--- config.mk ---
export PLATFORM = sky130hd
export DESIGN_NAME = sar_adc_control
export DESIGN_NICKNAME = d
export VERILOG_FILES = /design/src/sar_adc_pkg.sv /design/src/sar_adc_control.sv /design/src/adc_clock_tick.sv /design/src/sar_engine.sv
export SDC_FILE = /design/constraint.sdc
export NUM_CORES = 1
export LEC_CHECK = 0
export BUFFER_PORTS_ARGS = -buffer_cell sky130_fd_sc_hd__buf_2
export CORE_ASPECT_RATIO = 1.75
export CORE_UTILIZATION = 50
export DETAILED_ROUTE_END_ITERATION = 8
export GPL_TIMING_DRIVEN = 0
export PLACE_DENSITY = 0.71
export SYNTH_ARGS = -nofsm -noshare
export SYNTH_HDL_FRONTEND = slang
export SYNTH_SLANG_ARGS = --single-unit
--- constraint.sdc ---
create_clock -name sys_clk -period 6 [get_ports sys_clk]
set_input_delay 1.2 -clock sys_clk [delete_from_list [all_inputs] [get_ports sys_clk]]
set_output_delay 1.2 -clock sys_clk [all_outputs]
set_load 0.01 [all_outputs]
--- src/sar_adc_pkg.sv ---
// Constants and types shared by the converter control block.
// Assumes one system clock at 100 MHz and a synchronous, active-low reset.
package sar_adc_pkg;

  // Register map, byte addresses on the plain register port
  localparam logic [7:0] CTRL_ADDR = 8'h1F;
  localparam logic [7:0] RESULT_ADDR = 8'h1E;
  localparam logic [7:0] PINCFG_ADDR = 8'h9F;
  localparam logic [7:0] FLAG_ADDR = 8'h0C;

  // Control register fields
  localparam int CLKSEL_LSB = 6;
  localparam int CHAN_LSB = 3;
  localparam int GO_BIT = 2;
  localparam int ON_BIT = 0;

  // Flag register field
  localparam int DONE_FLAG_BIT = 6;

  // Reset values
  localparam logic [1:0] CLKSEL_RESET = 2'h0;
  localparam logic [2:0] CHAN_RESET = 3'h0;
  localparam logic [2:0] PINCFG_RESET = 3'h0;
  localparam logic [7:0] RESULT_RESET = 8'h00;

  // Conversion clock codes
  localparam logic [1:0] CLK_DIV2 = 2'h0;
  localparam logic [1:0] CLK_DIV8 = 2'h1;
  localparam logic [1:0] CLK_DIV32 = 2'h2;
  localparam logic [1:0] CLK_RC = 2'h3;

  // Half bit-period lengths in system clocks for each divider
  localparam logic [4:0] HALF_DIV2 = 5'h01;
  localparam logic [4:0] HALF_DIV8 = 5'h04;
  localparam logic [4:0] HALF_DIV32 = 5'h10;

  // Conversion timing in half bit-periods: 2 setup, 16 for bits, 1 to load
  localparam logic [4:0] SETUP_HALVES = 5'h02;
  localparam logic [4:0] CONV_HALVES = 5'h13;

  // Clocks a new trial code needs to pass the comparator synchroniser
  localparam logic [2:0] SETTLE_CLKS = 3'h4;

  // Compare mode that routes the special event trigger to the converter
  localparam logic [3:0] TRIGGER_MODE = 4'hB;

  typedef enum logic [3:0] {
    ENG_IDLE = 4'b0001,
    ENG_SETUP = 4'b0010,
    ENG_CONVERT = 4'b0100,
    ENG_FINISH = 4'b1000
  } eng_state_t;

endpackage : sar_adc_pkg

--- src/sar_adc_control.sv ---
// Register file and control for the four-input 8-bit converter.
// Assumes register port and sleep/trigger inputs come from sys_clk logic.
//
// Notes on behaviour
// - Successive approximation of held input, 8 bits
// - Reference is supply or external reference pin
// - Converts in sleep only on RC clock
// - Reset clears registers, aborts any conversion
// - Bits 7-6 pick conversion clock divider
// - Bits 5-3 pick channel, 1xx reserved
// - Enable bit0, start bit2, bit1 reads zero
// - Pin register sets analog pins, reference pin
// - Done loads result, clears start, flags
// - Conversion lasts nine and half periods, longer on the divide-by-2 clock
// - Compare trigger starts only when enabled
//
// The strobed register port was left to the implementer.
`timescale 1ns/1ns
`default_nettype none
module sar_adc_control (
  // Clock and reset
  input wire logic sys_clk,
  input wire logic nrst,
  // Register port
  input wire logic [7:0] reg_addr,
  input wire logic [7:0] reg_wdata,
  input wire logic reg_wr,
  input wire logic reg_rd,
  output logic [7:0] reg_rdata,
  // System
  input wire logic device_sleep,
  input wire logic [3:0] compare_mode_select,
  input wire logic special_event_trigger,
  // Analog front end
  input wire logic comparator_out,
  input wire logic rc_osc_in,
  output logic [7:0] dac_code,
  output logic sample_hold_open,
  output logic [2:0] input_channel_select,
  output logic ref_external_sel,
  output logic [3:0] analog_pin_enable,
  // Status
  output logic converter_on,
  output logic conversion_done_flag,
  output logic conversion_done_pulse
);
  import sar_adc_pkg::*;

  typedef struct packed {
    logic [1:0] clk_sel;
    logic [2:0] chan;
    logic go;
    logic on;
    logic [2:0] pincfg;
    logic [7:0] result;
    logic done_flag;
    logic done_pulse;
    logic start;
    logic [7:0] rdata;
    logic [2:0] chan_out;
    logic ref_ext;
    logic [3:0] pin_en;
  } ctrl_t;

  ctrl_t s_reg;
  ctrl_t s_next;

  logic half_tick;
  logic tick_run;
  logic eng_busy;
  logic eng_done;
  logic [7:0] eng_result;

  // Pin layout: bit 4 is the reference select, bits 3-0 the analog pins
  function automatic logic [4:0] pin_decode(input logic [2:0] cfg);
    unique case (cfg)
      3'h0: pin_decode = 5'b0_1111;
      3'h1: pin_decode = 5'b1_0111;
      3'h2: pin_decode = 5'b0_0011;
      3'h3: pin_decode = 5'b1_0011;
      3'h4: pin_decode = 5'b0_0001;
      3'h5: pin_decode = 5'b1_0001;
      default: pin_decode = 5'b0_0000;
    endcase
  endfunction : pin_decode

  function automatic logic [7:0] ctrl_image(input ctrl_t c);
    ctrl_image = 8'h00;
    ctrl_image[CLKSEL_LSB +: 2] = c.clk_sel;
    ctrl_image[CHAN_LSB +: 3] = c.chan;
    ctrl_image[GO_BIT] = c.go;
    ctrl_image[ON_BIT] = c.on;
  endfunction : ctrl_image

  // Clock keeps running in sleep only when the RC source is chosen
  assign tick_run = eng_busy && (!device_sleep || s_reg.clk_sel == CLK_RC);

  adc_clock_tick u_tick (
    .sys_clk(sys_clk),
    .nrst(nrst),
    .clk_sel(s_reg.clk_sel),
    .run(tick_run),
    .rc_osc_in(rc_osc_in),
    .half_tick(half_tick)
  );

  sar_engine u_engine (
    .sys_clk(sys_clk),
    .nrst(nrst),
    .start(s_reg.start),
    .abort(!s_reg.go),
    .half_tick(half_tick),
    .comparator_out(comparator_out),
    .dac_code(dac_code),
    .sample_hold_open(sample_hold_open),
    .busy(eng_busy),
    .done(eng_done),
    .result(eng_result)
  );

  always_comb begin
    logic [4:0] pin_map;
    pin_map = 5'h00;
    s_next = s_reg;
    s_next.start = 1'b0;
    s_next.done_pulse = 1'b0;
    s_next.rdata = 8'h00;

    if (reg_rd) begin
      unique case (reg_addr)
        CTRL_ADDR: s_next.rdata = ctrl_image(s_reg);
        RESULT_ADDR: s_next.rdata = s_reg.result;
        PINCFG_ADDR: s_next.rdata = {5'h00, s_reg.pincfg};
        FLAG_ADDR: s_next.rdata = {1'b0, s_reg.done_flag, 6'h00};
        default: s_next.rdata = 8'h00;
      endcase
    end

    if (reg_wr) begin
      unique case (reg_addr)
        CTRL_ADDR: begin
          s_next.clk_sel = reg_wdata[CLKSEL_LSB +: 2];
          // Reserved channel codes are stored but drive channel 0 onto the select output
          s_next.chan = reg_wdata[CHAN_LSB +: 3];
          s_next.on = reg_wdata[ON_BIT];
          // Enable must already be set before the start bit counts
          if (reg_wdata[GO_BIT] && s_reg.on && !s_reg.go) begin
            s_next.go = 1'b1;
            s_next.start = 1'b1;
          end else if (!reg_wdata[GO_BIT]) begin
            s_next.go = 1'b0;
          end
        end
        PINCFG_ADDR: s_next.pincfg = reg_wdata[2:0];
        FLAG_ADDR: s_next.done_flag = reg_wdata[DONE_FLAG_BIT];
        default: begin
        end
      endcase
    end

    if (special_event_trigger && compare_mode_select == TRIGGER_MODE && s_reg.on
        && !s_reg.go) begin
      s_next.go = 1'b1;
      s_next.start = 1'b1;
    end

    // Switching the module off aborts whatever is running
    if (!s_next.on) begin
      s_next.go = 1'b0;
      s_next.start = 1'b0;
    end

    // Placed last so a completing conversion beats a software clear
    if (eng_done && s_reg.go) begin
      s_next.result = eng_result;
      s_next.go = 1'b0;
      s_next.done_flag = 1'b1;
      s_next.done_pulse = 1'b1;
    end

    s_next.chan_out = s_next.chan[2] ? 3'h0 : s_next.chan;
    pin_map = pin_decode(s_next.pincfg);
    s_next.ref_ext = pin_map[4];
    s_next.pin_en = pin_map[3:0];
  end

  always_ff @(posedge sys_clk) begin
    if (!nrst) begin
      s_reg <= '{
        clk_sel: CLKSEL_RESET,
        chan: CHAN_RESET,
        pincfg: PINCFG_RESET,
        result: RESULT_RESET,
        chan_out: CHAN_RESET,
        pin_en: 4'hF,
        default: '0
      };
    end else begin
      s_reg <= s_next;
    end
  end

  assign reg_rdata = s_reg.rdata;
  assign input_channel_select = s_reg.chan_out;
  assign ref_external_sel = s_reg.ref_ext;
  assign analog_pin_enable = s_reg.pin_en;
  assign converter_on = s_reg.on;
  assign conversion_done_flag = s_reg.done_flag;
  assign conversion_done_pulse = s_reg.done_pulse;

endmodule : sar_adc_control
`default_nettype wire

--- src/adc_clock_tick.sv ---
// Half bit-period tick generator for the converter.
// Assumes rc_osc_in is an unsynchronised square wave from the RC oscillator.
`timescale 1ns/1ns
`default_nettype none
module adc_clock_tick (
  // Clock and reset
  input wire logic sys_clk,
  input wire logic nrst,
  // Control
  input wire logic [1:0] clk_sel,
  input wire logic run,
  // RC oscillator
  input wire logic rc_osc_in,
  // Tick
  output logic half_tick
);
  import sar_adc_pkg::*;

  typedef struct packed {
    logic [2:0] rc_sync;
    logic rc_level;
    logic [4:0] cnt;
    logic tick;
  } tick_state_t;

  tick_state_t s_reg;
  tick_state_t s_next;

  function automatic logic [4:0] half_len(input logic [1:0] sel);
    unique case (sel)
      CLK_DIV2: half_len = HALF_DIV2;
      CLK_DIV8: half_len = HALF_DIV8;
      default: half_len = HALF_DIV32;
    endcase
  endfunction : half_len

  always_comb begin
    s_next = s_reg;
    s_next.tick = 1'b0;
    s_next.rc_sync = {s_reg.rc_sync[1:0], rc_osc_in};
    // Level changes only once the later two stages agree
    if (s_reg.rc_sync[1] == s_reg.rc_sync[2]) begin
      s_next.rc_level = s_reg.rc_sync[2];
    end
    if (!run) begin
      s_next.cnt = 5'h00;
    end else if (clk_sel == CLK_RC) begin
      // Both oscillator edges mark half periods
      s_next.tick = s_next.rc_level != s_reg.rc_level;
    end else if (s_reg.cnt == half_len(clk_sel) - 5'h01) begin
      s_next.cnt = 5'h00;
      s_next.tick = 1'b1;
    end else begin
      s_next.cnt = s_reg.cnt + 5'h01;
    end
  end

  always_ff @(posedge sys_clk) begin
    if (!nrst) begin
      s_reg <= '0;
    end else begin
      s_reg <= s_next;
    end
  end

  assign half_tick = s_reg.tick;

endmodule : adc_clock_tick
`default_nettype wire

--- src/sar_engine.sv ---
// Successive approximation sequencer driving the trial code of the DAC.
// Assumes comparator_out is high while the held input is at or above the trial level.
`timescale 1ns/1ns
`default_nettype none
module sar_engine (
  // Clock and reset
  input wire logic sys_clk,
  input wire logic nrst,
  // Control
  input wire logic start,
  input wire logic abort,
  input wire logic half_tick,
  // Analog side
  input wire logic comparator_out,
  output logic [7:0] dac_code,
  output logic sample_hold_open,
  // Status
  output logic busy,
  output logic done,
  output logic [7:0] result
);
  import sar_adc_pkg::*;

  typedef struct packed {
    eng_state_t state;
    logic [4:0] half;
    logic [2:0] bit_idx;
    logic [7:0] dac;
    logic [7:0] result;
    logic hold;
    logic done;
    logic [2:0] cmp_sync;
    logic cmp_level;
    logic [2:0] settle;
  } eng_t;

  eng_t s_reg;
  eng_t s_next;

  function automatic logic [7:0] bit_mask(input logic [2:0] idx);
    bit_mask = 8'h01 << idx;
  endfunction : bit_mask

  always_comb begin
    s_next = s_reg;
    s_next.done = 1'b0;
    s_next.cmp_sync = {s_reg.cmp_sync[1:0], comparator_out};
    if (s_reg.cmp_sync[1] == s_reg.cmp_sync[2]) begin
      s_next.cmp_level = s_reg.cmp_sync[2];
    end
    if (abort && s_reg.state != ENG_IDLE) begin
      s_next.state = ENG_IDLE;
      s_next.hold = 1'b0;
      s_next.dac = 8'h00;
    end else begin
      unique case (s_reg.state)
        ENG_IDLE: begin
          if (start) begin
            // Hold capacitor is cut off from the pin for the whole conversion
            s_next.state = ENG_SETUP;
            s_next.hold = 1'b1;
            s_next.half = 5'h00;
            s_next.dac = 8'h00;
          end
        end
        ENG_SETUP: begin
          if (half_tick) begin
            if (s_reg.half == SETUP_HALVES - 5'h01) begin
              s_next.state = ENG_CONVERT;
              s_next.half = 5'h00;
              s_next.bit_idx = 3'h7;
              s_next.dac = bit_mask(3'h7);
            end else begin
              s_next.half = s_reg.half + 5'h01;
            end
          end
        end
        ENG_CONVERT: begin
          if (half_tick) begin
            if (s_reg.half == 5'h00) begin
              // First half lets the trial level settle
              s_next.half = 5'h01;
            end else if (s_reg.settle == SETTLE_CLKS) begin
              // The divide-by-2 clock stretches the bit period until the level is fresh
              s_next.half = 5'h00;
              s_next.dac = s_reg.cmp_level ? s_reg.dac : (s_reg.dac & ~bit_mask(s_reg.bit_idx));
              if (s_reg.bit_idx == 3'h0) begin
                s_next.state = ENG_FINISH;
              end else begin
                s_next.bit_idx = s_reg.bit_idx - 3'h1;
                s_next.dac = s_next.dac | bit_mask(s_reg.bit_idx - 3'h1);
              end
            end
          end
        end
        ENG_FINISH: begin
          if (half_tick) begin
            // Last half period closes the conversion, 9.5 bit periods except on the divide-by-2 clock
            s_next.state = ENG_IDLE;
            s_next.result = s_reg.dac;
            s_next.done = 1'b1;
            s_next.hold = 1'b0;
          end
        end
        default: begin
          s_next.state = ENG_IDLE;
          s_next.hold = 1'b0;
        end
      endcase
    end
    // Synchroniser lags the trial code, so decisions wait for it
    if (s_next.dac != s_reg.dac) begin
      s_next.settle = 3'h0;
    end else if (s_reg.settle != SETTLE_CLKS) begin
      s_next.settle = s_reg.settle + 3'h1;
    end
  end

  always_ff @(posedge sys_clk) begin
    if (!nrst) begin
      s_reg <= '{state: ENG_IDLE, result: RESULT_RESET, default: '0};
    end else begin
      s_reg <= s_next;
    end
  end

  assign dac_code = s_reg.dac;
  assign sample_hold_open = s_reg.hold;
  assign busy = s_reg.state != ENG_IDLE;
  assign done = s_reg.done;
  assign result = s_reg.result;

endmodule : sar_engine
`default_nettype wire

**After elaboration in Yosys (flattened, before gate mapping)**

Cells that the tools add are included.

- Flip-flop bits (word level): 84
- Input bits: 28
- Output and inout bits: 28
- Word-level logic and storage cells: 162

- Add/subtract/negate cells: 5
- Eq/ne operators: 36
- Shift-type cells: 2
- Mux-type cells: 45
- Bitwise gates (word level): 8
- Reductions and logical operators: 38

Operators by type and width:

| operator | count |
|---|---|
| 2-to-1 mux 20 bit | 3 |
| 2-to-1 mux 11 bit | 3 |
| 2-to-1 mux 8 bit | 4 |
| one-hot mux 8 bit (4 select lines) | 1 |
| 2-to-1 mux 5 bit | 6 |
| one-hot mux 5 bit (6 select lines) | 1 |
| one-hot mux 8 bit (3 select lines) | 1 |
| equality test 8 x 5 -> 1 bit (second input constant) | 2 |
| 2-to-1 mux 4 bit | 4 |
| one-hot mux 4 bit (4 select lines) | 1 |
| AND reduction 8 bit | 2 |
| left shift 1 x 3 -> 8 bit (first input constant) | 2 |
| one-hot mux 5 bit (3 select lines) | 1 |
| 2-to-1 mux 1 bit | 13 |
| != test 2 bit (second input constant) | 6 |
| adder 5 x 1 -> 5 bit (second input constant) | 2 |
| one-hot mux 5 bit (2 select lines) | 1 |
| AND reduction 2 bit | 5 |
| nonzero test 2 bit | 5 |
| equality test 3 bit (second input constant) | 3 |
| 2-to-1 mux 9 bit | 1 |
| AND reduction 3 bit | 3 |
| bitwise AND 8 bit | 1 |
| equality test 4 bit (second input constant) | 2 |
| other kinds (38) | 61 |

**Longest topological paths before layout**

Gate-level depths: netlist (run 1).

- Word-level depth: 13
- Gate-level depth with buffers: 9
- Mapped depth without buffers: 8

**By module**

From an unflattened synthesis (run 1), not the netlist that was laid out.

- Cell total of the unflattened synthesis: 515
- Area total of the unflattened synthesis: 4421.7 um^2

By module, submodules not included:

| module | instances | cells an instance | area each (um^2) | seq. area each (um^2) |
|---|---|---|---|---|
| sar_engine | 1 | 280 | 2282.2 | 740.7 |
| sar_adc_control | 1 | 182 | 1661.6 | 720.7 |
| adc_clock_tick | 1 | 53 | 478.0 | 200.2 |

**Worst setup path before layout (run 1)**

Ideal clock, no wire load.

- Kind: input to register
- Start point: input port reg_addr[6]
- End point: register s_reg, in the netlist analog_pin_enable[0]
- Library setup time: 0.127 ns
- Arrival time: 2.536 ns
- Required time: 5.873 ns
- Setup slack: 3.337 ns
- Stages: 6
- Buffers on the path: 1
- Path through: nand4bb_1 nor2_1 and4_1 clkbuf_1 mux2i_1 or3_1

- Word-level cells in the longest chain between the ends: 5
- Elaborated cells between the ends (all ways): 10
- Classes of those cells: eq/ne: 6; mux: 3; reduce/logical: 1

Ends and longest elaborated chain:

| what | line | source |
|---|---|---|
| from (decl) | sar_adc_control.sv:25 | `input wire logic [7:0] reg_addr,` |
| equality test 8 bit (*) | sar_adc_control.sv:140 | `unique case (reg_addr)` |
| 2-to-1 mux 3 bit (*) | sar_adc_control.sv:140 |  |
| 2-to-1 mux 8 bit (*) | sar_adc_control.sv:139 | `if (reg_wr) begin` |
| equality test 3 bit, or another cell as far along | sar_adc_control.sv:76 | `unique case (cfg)` |
| one-hot mux 5 bit (6 select lines) (*) | sar_adc_control.sv:76 |  |
| to (signal assigned) | sar_adc_control.sv:189 | `s_reg <= '{` |
| to (signal assigned) | sar_adc_control.sv:199 | `s_reg <= s_next;` |
| to (decl) | sar_adc_control.sv:65 | `ctrl_t s_reg;` |

Mark *: on every way between the ends. The rest lies on a longest branch, timed or not. The select of a mux whose other input is x is not followed.
A chain may end at the register's enable or synchronous reset.

**Final worst setup path (run 1)**

- Start point: input port reg_addr[6]
- End point: register s_reg[16] in the netlist's numbering

- Word-level cells in the longest chain between the ends: 4
- Elaborated cells between the ends (all ways): 7
- Classes of those cells: eq/ne: 1; mux: 5; reduce/logical: 1

Ends and longest elaborated chain:

| what | line |
|---|---|
| equality test 8 x 5 -> 1 bit (*) | sar_adc_control.sv:140 |
| 2-to-1 mux 1 bit / 2-to-1 mux 5 bit (equally long branches) | sar_adc_control.sv:140 |
| 2-to-1 mux 1 bit / 2-to-1 mux 8 bit (equally long branches) | sar_adc_control.sv:139 |
| 2-to-1 mux 1 bit / AND reduction 2 bit (equally long branches) | n/a |

Marked as above.

==> results of run 1 <==
## power breakdown
part           internal, mW  switching, mW
Clock                 0.419          0.221
Combinational        0.0397         0.0563
Sequential            0.564        0.00867
Total                  1.02          0.286
## cells in the final DEF, fill, tap and decap left out, drive strengths merged, types with 4 or more instances in the layout
master  instances
nand3          14
a21boi          5
nor4            8
nor2           45
buf            83
dfxtp          83
nor2b          11
a21oi          30
nand2          51
inv             9
nor3           20
and3            6
nand4           7
o21ai          25
a31oi           7
xor2            6
nor4b           8
clkbuf         32
and2           16
nand2b          9
ha              8
a22oi           4
mux2i          28
## stage by stage
step	power, mW	cell area, um2	utilization, %	worst slack (ns)
2_1_floorplan	0.651	4290	-	3.34
3_3_place_gp	0.678	4700	56.5	3.04
3_5_place_dp	0.680	4700	56.5	2.99
4_1_cts	1.32	5050	60.8	3.34
5_1_grt	1.36	5050	60.8	3.18
6_report	1.31	5050	60.8	3.32
## cell usage after synthesis (5+ instances only)
master     n  area (um2)
clkbuf_1  22        82.6
nor2b_1   11        68.8
a21boi_0   5        37.5
nand3_1   14        70.1
nand2_1   51         191
dfxtp_1   83        1660
o21ai_0    9        45.0
and3_1     6        37.5
mux2i_1   28         280
nor4_1     6        37.5
xor2_1     6        52.6
nand4_1    6        37.5
a31oi_1    7        43.8
inv_1      9        33.8
buf_4     24         180
nor3_1    20         100
ha_1       8         100
and2_1    16         100
o21ai_1   16        80.1
a21oi_1   30         150
nor2_1    45         169
nand2b_1   9        56.3
## worst max-delay path, stage by stage
cell	delay (ns)
buf_2	0.09
nand4bb_1	0.30
nor4_4	0.69
mux2i_1	0.35
nor2_1	0.08
and4b_1	0.19
## metal layers
metal | GRT usage (%) | routed length [um] | share of wire [%] | up-vias
met5 | 0 | 0 | 0 | -
met4 | 12.7 | 461 | 4.5 | 0
met3 | 4.29 | 470 | 4.5 | 39
met2 | 44.8 | 5490 | 53 | 145
met1 | 24.1 | 3930 | 38 | 1797
li1 | - | - | - | 1878
## worst max-delay path by stage
stage | from | endpoint | slack [ns] | cells after the start
after floorplan | reg_addr[6] | analog_pin_enable[0] | 3.34 | 6
after global placement | reg_addr[6] | s_reg[16] | 3.04 | 6
after detailed placement | reg_addr[6] | s_reg[16] | 2.99 | 6
after CTS | reg_addr[6] | s_reg[16] | 3.34 | 6
after global routing | reg_addr[6] | s_reg[16] | 3.18 | 6
final | reg_addr[6] | s_reg[16] | 3.32 | 6
## logic make-up (layout without fill, tap and decap cells)
| family | after synthesis | in the layout | synth area share, % |
|---|---|---|---|
| AND/OR/NAND/NOR | 212 | 212 | 27.7 |
| AO/OA/AOI/OAI | 97 | 97 | 14.5 |
| flip-flops | 83 | 83 | 38.7 |
| buffers and inverters | 61 | 130 | 7.73 |
| multiplexers | 30 | 30 | 7.06 |
| XOR/XNOR | 9 | 9 | 1.84 |
| adder cells (fa/ha/maj) | 8 | 8 | 2.33 |
| other | 1 | 1 | 0.0874 |
## layout make-up
cell class / instances / area [um2]
fill: 757 / 3260
multi-input combinational: 357 / 2300
sequential: 83 / 1660
buffer: 52 / 298
timing repair buffer: 53 / 265
clock buffer: 10 / 239
tap: 115 / 144
clock inverter: 6 / 113
inverter: 9 / 33.8
==> flow_summary.ini, run 1 <==
[outcome]
status = completed

[worst_setup_path]
critPathMaxFanout = 8
worst-setup-path-type = primary input to flip-flop
r2r-end = u_engine.s_reg[0]
r2r_cells = 9
cp.arrival_ns = 2.90
endpoint_kind = flip-flop
reg2reg_from = u_engine.s_reg[28]
start_kind = primary input
required_ns = 6.22
r2r_slack_ns = 3.56

[timing]
hold_violations = 0
maxSlewViolCount = 0
fmax_mhz = 373
worst_pin_slew_ns = 0.706
worst_slew_margin_rel_pct = 52.8
setup_violations = 0
tns_ns = 0
skew_ns = 0.00631
whs_ns = 0.427
layout_min_cycle_time_ns = 2.68
finalCritPeriodShare_pct = 44.7
grt_setup_unrepaired = no

[route]
viasPerCell = 5.63
wl_per_cell_um = 15.1
ant_nets = 0
first_pass_iters = 5
vias = 3859
wl_mm = 10.4
drc = 0
drt_iter0_drc = 230

[yosys]
synth_edf_count = 0
synth_cell_types = 64
synth_seq_cells = 83
syn_area_um2 = 4290
async_flop_share_pct = 0
synthCells = 501
ys.flop_type = dfxtp_1
syn_area_per_cell_um2 = 8.56
syn-num-nets = 537
yosysSeqAreaShare_pct = 38.7
yosysWarnings = 0

[finish]
stdcell_count = 685
antennaDiodeCount = 0
largest_register_ffs = 18
fin_nets = 601
area_growth_pct = 17.7
drive_gt1_share_pct = 19.8

[hold_path]
worst_hold_path_type = flip-flop to flip-flop
hold_depth = 1
worstHoldStart = u_tick.s_next[8]
min_to = u_tick.s_next[9]

[cts]
cts_setup_buffers = 0
path_clk_slew_ns = 0.06
holdBufCountCts = 0
clkLatencyLatePin_ns = 0.34
cts_root_buffer = clkbuf_16
clock_path_buffers = 2
cts_buffers = 9
htreeDepth = 3
cts_resized = 0
cts_tree = yes
clock_sinks = 83

[die]
fp.dieH_um = 125
core_area_um2 = 8310
pin_count = 56
die_area_um2 = 8970
start_util_pct = 51.6
rows = 44
die_w_um = 72.0

[place]
io_buffers = 53
place.gp.congestion = 0.887
hpwl_mm = 7.87
placed_cells = 669

[pwr]
vdd_ir_drop_max_v = 0.000199
p_per_area_nw_per_um2 = 259
leakagePower_nw = 1.98

[global_route]
grt_pass1_wl_mm = 17.0
grt_start_max_net_pins = 15
grt.overflow.total = 0
antenna_found_initial = 0
grt_pass1_vias = 3716
grtUsageTotal_pct = 23.9

[job]
cap_viol_max_count = 0
No activity file was read; power rests on OpenSTA's default activity.
==> run 2, diff against run 1 <==
--- a/config.mk
+++ b/config.mk
@@ -10,7 +10,7 @@
 export CORE_UTILIZATION = 50
 export DETAILED_ROUTE_END_ITERATION = 8
 export GPL_TIMING_DRIVEN = 0
-export PLACE_DENSITY = 0.71
+export PLACE_DENSITY = 0.73
 export SYNTH_ARGS = -nofsm -noshare
 export SYNTH_HDL_FRONTEND = slang
 export SYNTH_SLANG_ARGS = --single-unit
==> constraint.sdc (replaced) <==
create_clock -name sys_clk -period 2.3 [get_ports sys_clk]
set_input_delay 0.46 -clock sys_clk [delete_from_list [all_inputs] [get_ports sys_clk]]
set_output_delay 0.46 -clock sys_clk [all_outputs]
set_load 0.01 [all_outputs]
==> flow_summary.ini, run 2 (synthesized netlist as in run 1, its figures left out) <==
[route]
drc = 0
ant_nets = 0
vias = 3855
drt_iter0_drc = 229
first_pass_iters = 4
viasPerCell = 5.64
wl_per_cell_um = 15.5
wl_mm = 10.6

[cts]
cts_root_buffer = clkbuf_16
path_clk_slew_ns = 0.06
cts_buffers = 9
htreeDepth = 3
clock_sinks = 83
clock_path_buffers = 2
cts_tree = yes
holdBufCountCts = 0
clkLatencyLatePin_ns = 0.33

[pwr]
switching_share_pct = 23.4
pwr-share-seq_pct = 45.2
vdd_ir_drop_max_v = 0.000377
pwr-share-clk_pct = 47.3
comb_power_share_pct = 7.5
power_switching_uw = 772
leakagePower_nw = 1.99
finalPower_mw = 3.30
p_int_mw = 2.53
p_per_area_nw_per_um2 = 651

[die]
fp.dieH_um = 125
start_util_pct = 51.6
rows = 44
pin_count = 56
core_area_um2 = 8310
die_w_um = 72.0
die_area_um2 = 8970

[finish]
n_fill_cell = 712
antennaDiodeCount = 0
fin_nets = 600
drive_gt1_share_pct = 21.8
area_growth_pct = 18.3
layout_commonest_cell = dfxtp_1
final_cell_mix = dfxtp_1, buf_2, nand2_1, nor2_1, a21oi_1
final_cell_area_um2 = 5080
largest_register_ffs = 18

[timing]
skew_ns = 0.00462
worst_pin_slew_ns = 0.712
finalCritPeriodShare_pct = 96.4
hold_violations = 0
fmax_mhz = 451
setup_ws_ns = 0.0831
maxSlewViolCount = 0
layout_min_cycle_time_ns = 2.22
tns_ns = 0
whs_ns = 0.327
setup_violations = 0
worst_slew_margin_rel_pct = 52.4

[worst_setup_path]
critPathMaxFanout = 8
start_kind = flip-flop
cp.depth = 7
required_ns = 2.53
r2r-end = u_engine.s_reg[27]
crit_chain = buf_6 -> or4b_1 -> buf_2 -> o41ai_2 -> and4bb_2 -> o21ai_1 -> a32o_1
path_delay_family = simple AND/OR/NAND/NOR gates
r2r_cells = 7
cp_num_buf_inv = 2
critPathSlowestCell = or4b_1
worst-setup-path-type = flip-flop to flip-flop
endpoint_kind = flip-flop
reg2reg_from = u_engine.s_reg[36]
r2r_slack_ns = 0.08
cp.arrival_ns = 2.44
cp_slowest_stage_delay_ns = 0.45
worstSetupStartpoint = u_engine.s_reg[36]

[place]
dp_slack_ns = -0.144
hpwl_mm = 7.77
io_buffers = 53
place.gp.congestion = 0.890
dpl_cell_area_um2 = 4700

[hold_path]
worst_hold_path_type = primary input to flip-flop
min_to = u_engine.s_next[5]
hold_depth = 2
worstHoldStart = comparator_out

[global_route]
grt_pass1_vias = 3821
antenna_found_initial = 0
grt.overflow.total = 0
grt_pass1_wl_mm = 17.2
grtUsageTotal_pct = 24.5
grt_start_max_net_pins = 16

[job]
cap_viol_max_count = 0

[outcome]
status = completed
-- run 2: changes by cell type in the layout (fill, tap and decap cells not counted), sizes merged --
cell,delta
buf,+1
bufinv,-1
clkbuf,-3
clkinv,-2
clkinvlp,+2
inv,+2
-- run 2: how the worst max path moves through the flow --
stage	to	slack, ns
after global placement	u_engine.s_reg[0]	-0.08
after CTS	u_engine.s_reg[30]	0.01
final	u_engine.s_reg[27]	0.08
after detailed placement	u_engine.s_reg[1]	-0.14
after global routing	u_engine.s_reg[1]	-0.03
after floorplan	u_engine.s_reg[0]	0.22
-- run 2: final cells by class --
type                            count  area [um2]  share of cell area [%]
Multi-Input combinational cell    357        2340                    46.2
Sequential cell                    83        1660                    32.8
Buffer                             50         294                    5.79
Timing Repair Buffer               54         273                    5.37
Clock buffer                        9         225                    4.44
Tap cell                          115         144                    2.83
Clock inverter                      7         100                    1.97
Inverter                            9        33.8                   0.665
-- run 2: worst register-to-register path, stage by stage, from the launching register on --
cell	delay (ns)
dfxtp_1	0.31
buf_6	0.13
or4b_1	0.45
buf_2	0.18
o41ai_2	0.34
and4bb_2	0.35
o21ai_1	0.09
a32o_1	0.26
-- run 2: power by group through the flow --
stage               combinational [mW]  sequential, mW  clock, mW
floorplan                        0.179            1.52          0
global placement                 0.240            1.52          0
detailed placement               0.250            1.53          0
CTS                              0.249            1.49       1.58
global route                     0.280            1.50       1.65
finish                           0.247            1.49       1.56
-- run 2: per-stage QoR --
stage                     utilization [%]  cells
after floorplan                         -    501
after global placement               56.5    669
final                                61.1    684
after detailed placement             56.5    669
after CTS                            60.5    684
after global routing                 61.1    684
-- run 2: per-layer routing --
layer  track usage, %  part of all wire [%]  up-vias
met5                0                     0        -
li1                 -                     -     1883
met2             44.5                    53      135
met3             4.69                   4.5       35
met4             15.9                   4.7        0
met1             24.4                    38     1802
-- run 2: repair_timing --
item,in CTS,in global routing
gates resized for setup,1,15
endpoints found under the setup margin,3,11
endpoints found under the hold margin,0,0
buffers inserted,1,0
==> run 3, diff against run 2 <==
--- a/config.mk
+++ b/config.mk
@@ -7,6 +7,7 @@
 export LEC_CHECK = 0
 export BUFFER_PORTS_ARGS = -buffer_cell sky130_fd_sc_hd__buf_2
 export CORE_ASPECT_RATIO = 1.75
+export CORE_MARGIN = 3
 export CORE_UTILIZATION = 50
 export DETAILED_ROUTE_END_ITERATION = 8
 export GPL_TIMING_DRIVEN = 0
==> flow_summary.ini, run 3 (synthesized netlist as in run 1, its figures left out) <==
[timing]
tns_ns = 0
setup_ws_ns = 0.0857
setup_violations = 0
whs_ns = 0.331
worst_slew_margin_rel_pct = 52.8
maxSlewViolCount = 0
hold_violations = 0
skew_ns = 0.00500
grt_setup_unrepaired = yes
worst_pin_slew_ns = 0.702
fmax_mhz = 452
layout_min_cycle_time_ns = 2.21
finalCritPeriodShare_pct = 96.3

[route]
wl_mm = 10.8
drt_iter0_drc = 213
vias = 3896
ant_nets = 0
viasPerCell = 5.67
first_pass_iters = 5
wl_per_cell_um = 15.8
drc = 0

[place]
dp_slack_ns = -0.137
dpl_cell_area_um2 = 4700
io_buffers = 53
place.gp.congestion = 0.889
hpwl_mm = 7.96
placed_cells = 669

[pwr]
leakagePower_nw = 2.00
vdd_ir_drop_max_v = 0.000371
p_per_area_nw_per_um2 = 608
finalPower_mw = 3.09

[finish]
utilization_pct = 61.0
final_cell_mix = dfxtp_1, buf_2, nand2_1, nor2_1, a21oi_1
layout_commonest_cell = dfxtp_1
area_growth_pct = 18.2
drive_gt1_share_pct = 22.7
antennaDiodeCount = 0
stdcell_count = 687
final_cell_area_um2 = 5070
largest_register_ffs = 18
fin_nets = 603

[cts]
path_clk_slew_ns = 0.07
clock_sinks = 83
cts_buffers = 9
clkLatencyLatePin_ns = 0.34
cts_root_buffer = clkbuf_16
htreeDepth = 3
clock_path_buffers = 2
cts_tree = yes

[global_route]
grt_start_max_net_pins = 16
busiest_layer = met2
use_met1_pct = 21.9
grt_pass1_wl_mm = 17.4
grt_pass1_vias = 3804
grt.met2_usage_pct = 40.5
grt_use_met3_pct = 4.41
antenna_found_initial = 0
grtUsageTotal_pct = 22.1
grt.overflow.total = 0

[worst_setup_path]
required_ns = 2.53
critPathMaxFanout = 8
worst-setup-path-type = flip-flop to flip-flop
r2r_slack_ns = 0.09
start_kind = flip-flop
endpoint_kind = flip-flop
cp.arrival_ns = 2.44

[die]
die_area_um2 = 9770
die_w_um = 76.0
core_area_um2 = 8310
start_util_pct = 51.6
pin_count = 56
rows = 44
fp.dieH_um = 129

[hold_path]
worst_hold_path_type = primary input to flip-flop

[outcome]
status = completed

[job]
cap_viol_max_count = 0
-- run 3: changes by cell type in the layout (fill, tap and decap cells not counted), sizes merged --
cell    change
buf         +3
bufinv      -2
clkinv      +2
-- run 3: worst paths after layout --
| path | depth (start not counted) | to | from |
|---|---|---|---|
| setup reg to reg | 7 | u_engine.s_reg[27] | u_engine.s_reg[36] |
| hold / removal | 2 | u_engine.s_next[5] | comparator_out |
| setup / recovery | 7 | u_engine.s_reg[27] | u_engine.s_reg[36] |
| hold reg to reg | 1 | u_engine.s_next[6] | u_engine.s_next[5] |
-- run 3: critical path: stages (launching register included) --
cell      delay, ns
dfxtp_1        0.31
buf_6          0.13
or4b_1         0.45
buf_2          0.18
o41ai_2        0.32
and4bb_2       0.35
o21ai_1        0.09
a32o_1         0.27
-- run 3: cell type report --
cell class              instances  area (um2)
plain buffers                  50         293
clock buffers                   9         225
clock inverters                 7        51.3
fillers                       741        3240
inverters                       9        33.8
multi-input cells             357        2370
flip-flops and latches         83        1660
well taps                     115         144
repair buffers                 57         295
-- run 3: routing by layer --
layer	wire (um)	up-vias
met4	664	0
met3	548	50
met5	0	-
met1	3910	1805
met2	5710	152
li1	-	1889
-- run 3: what timing repair did --
action / in CTS / in global routing
hold buffers: 0 / 0
gates cloned: 0 / 0
endpoints found under the setup margin: 3 / 11
buffers inserted: 1 / 3
pin swaps: 0 / 1
resized for setup: 2 / 16
-- run 3: power by group --
part	internal, mW	switching [mW]	leakage, nW	total (mW)
Combinational	0.103	0.150	1.20	0.253
Clock	0.736	0.601	0.132	1.34
Sequential	1.47	0.0249	0.671	1.50
Total	2.31	0.776	2.00	3.09
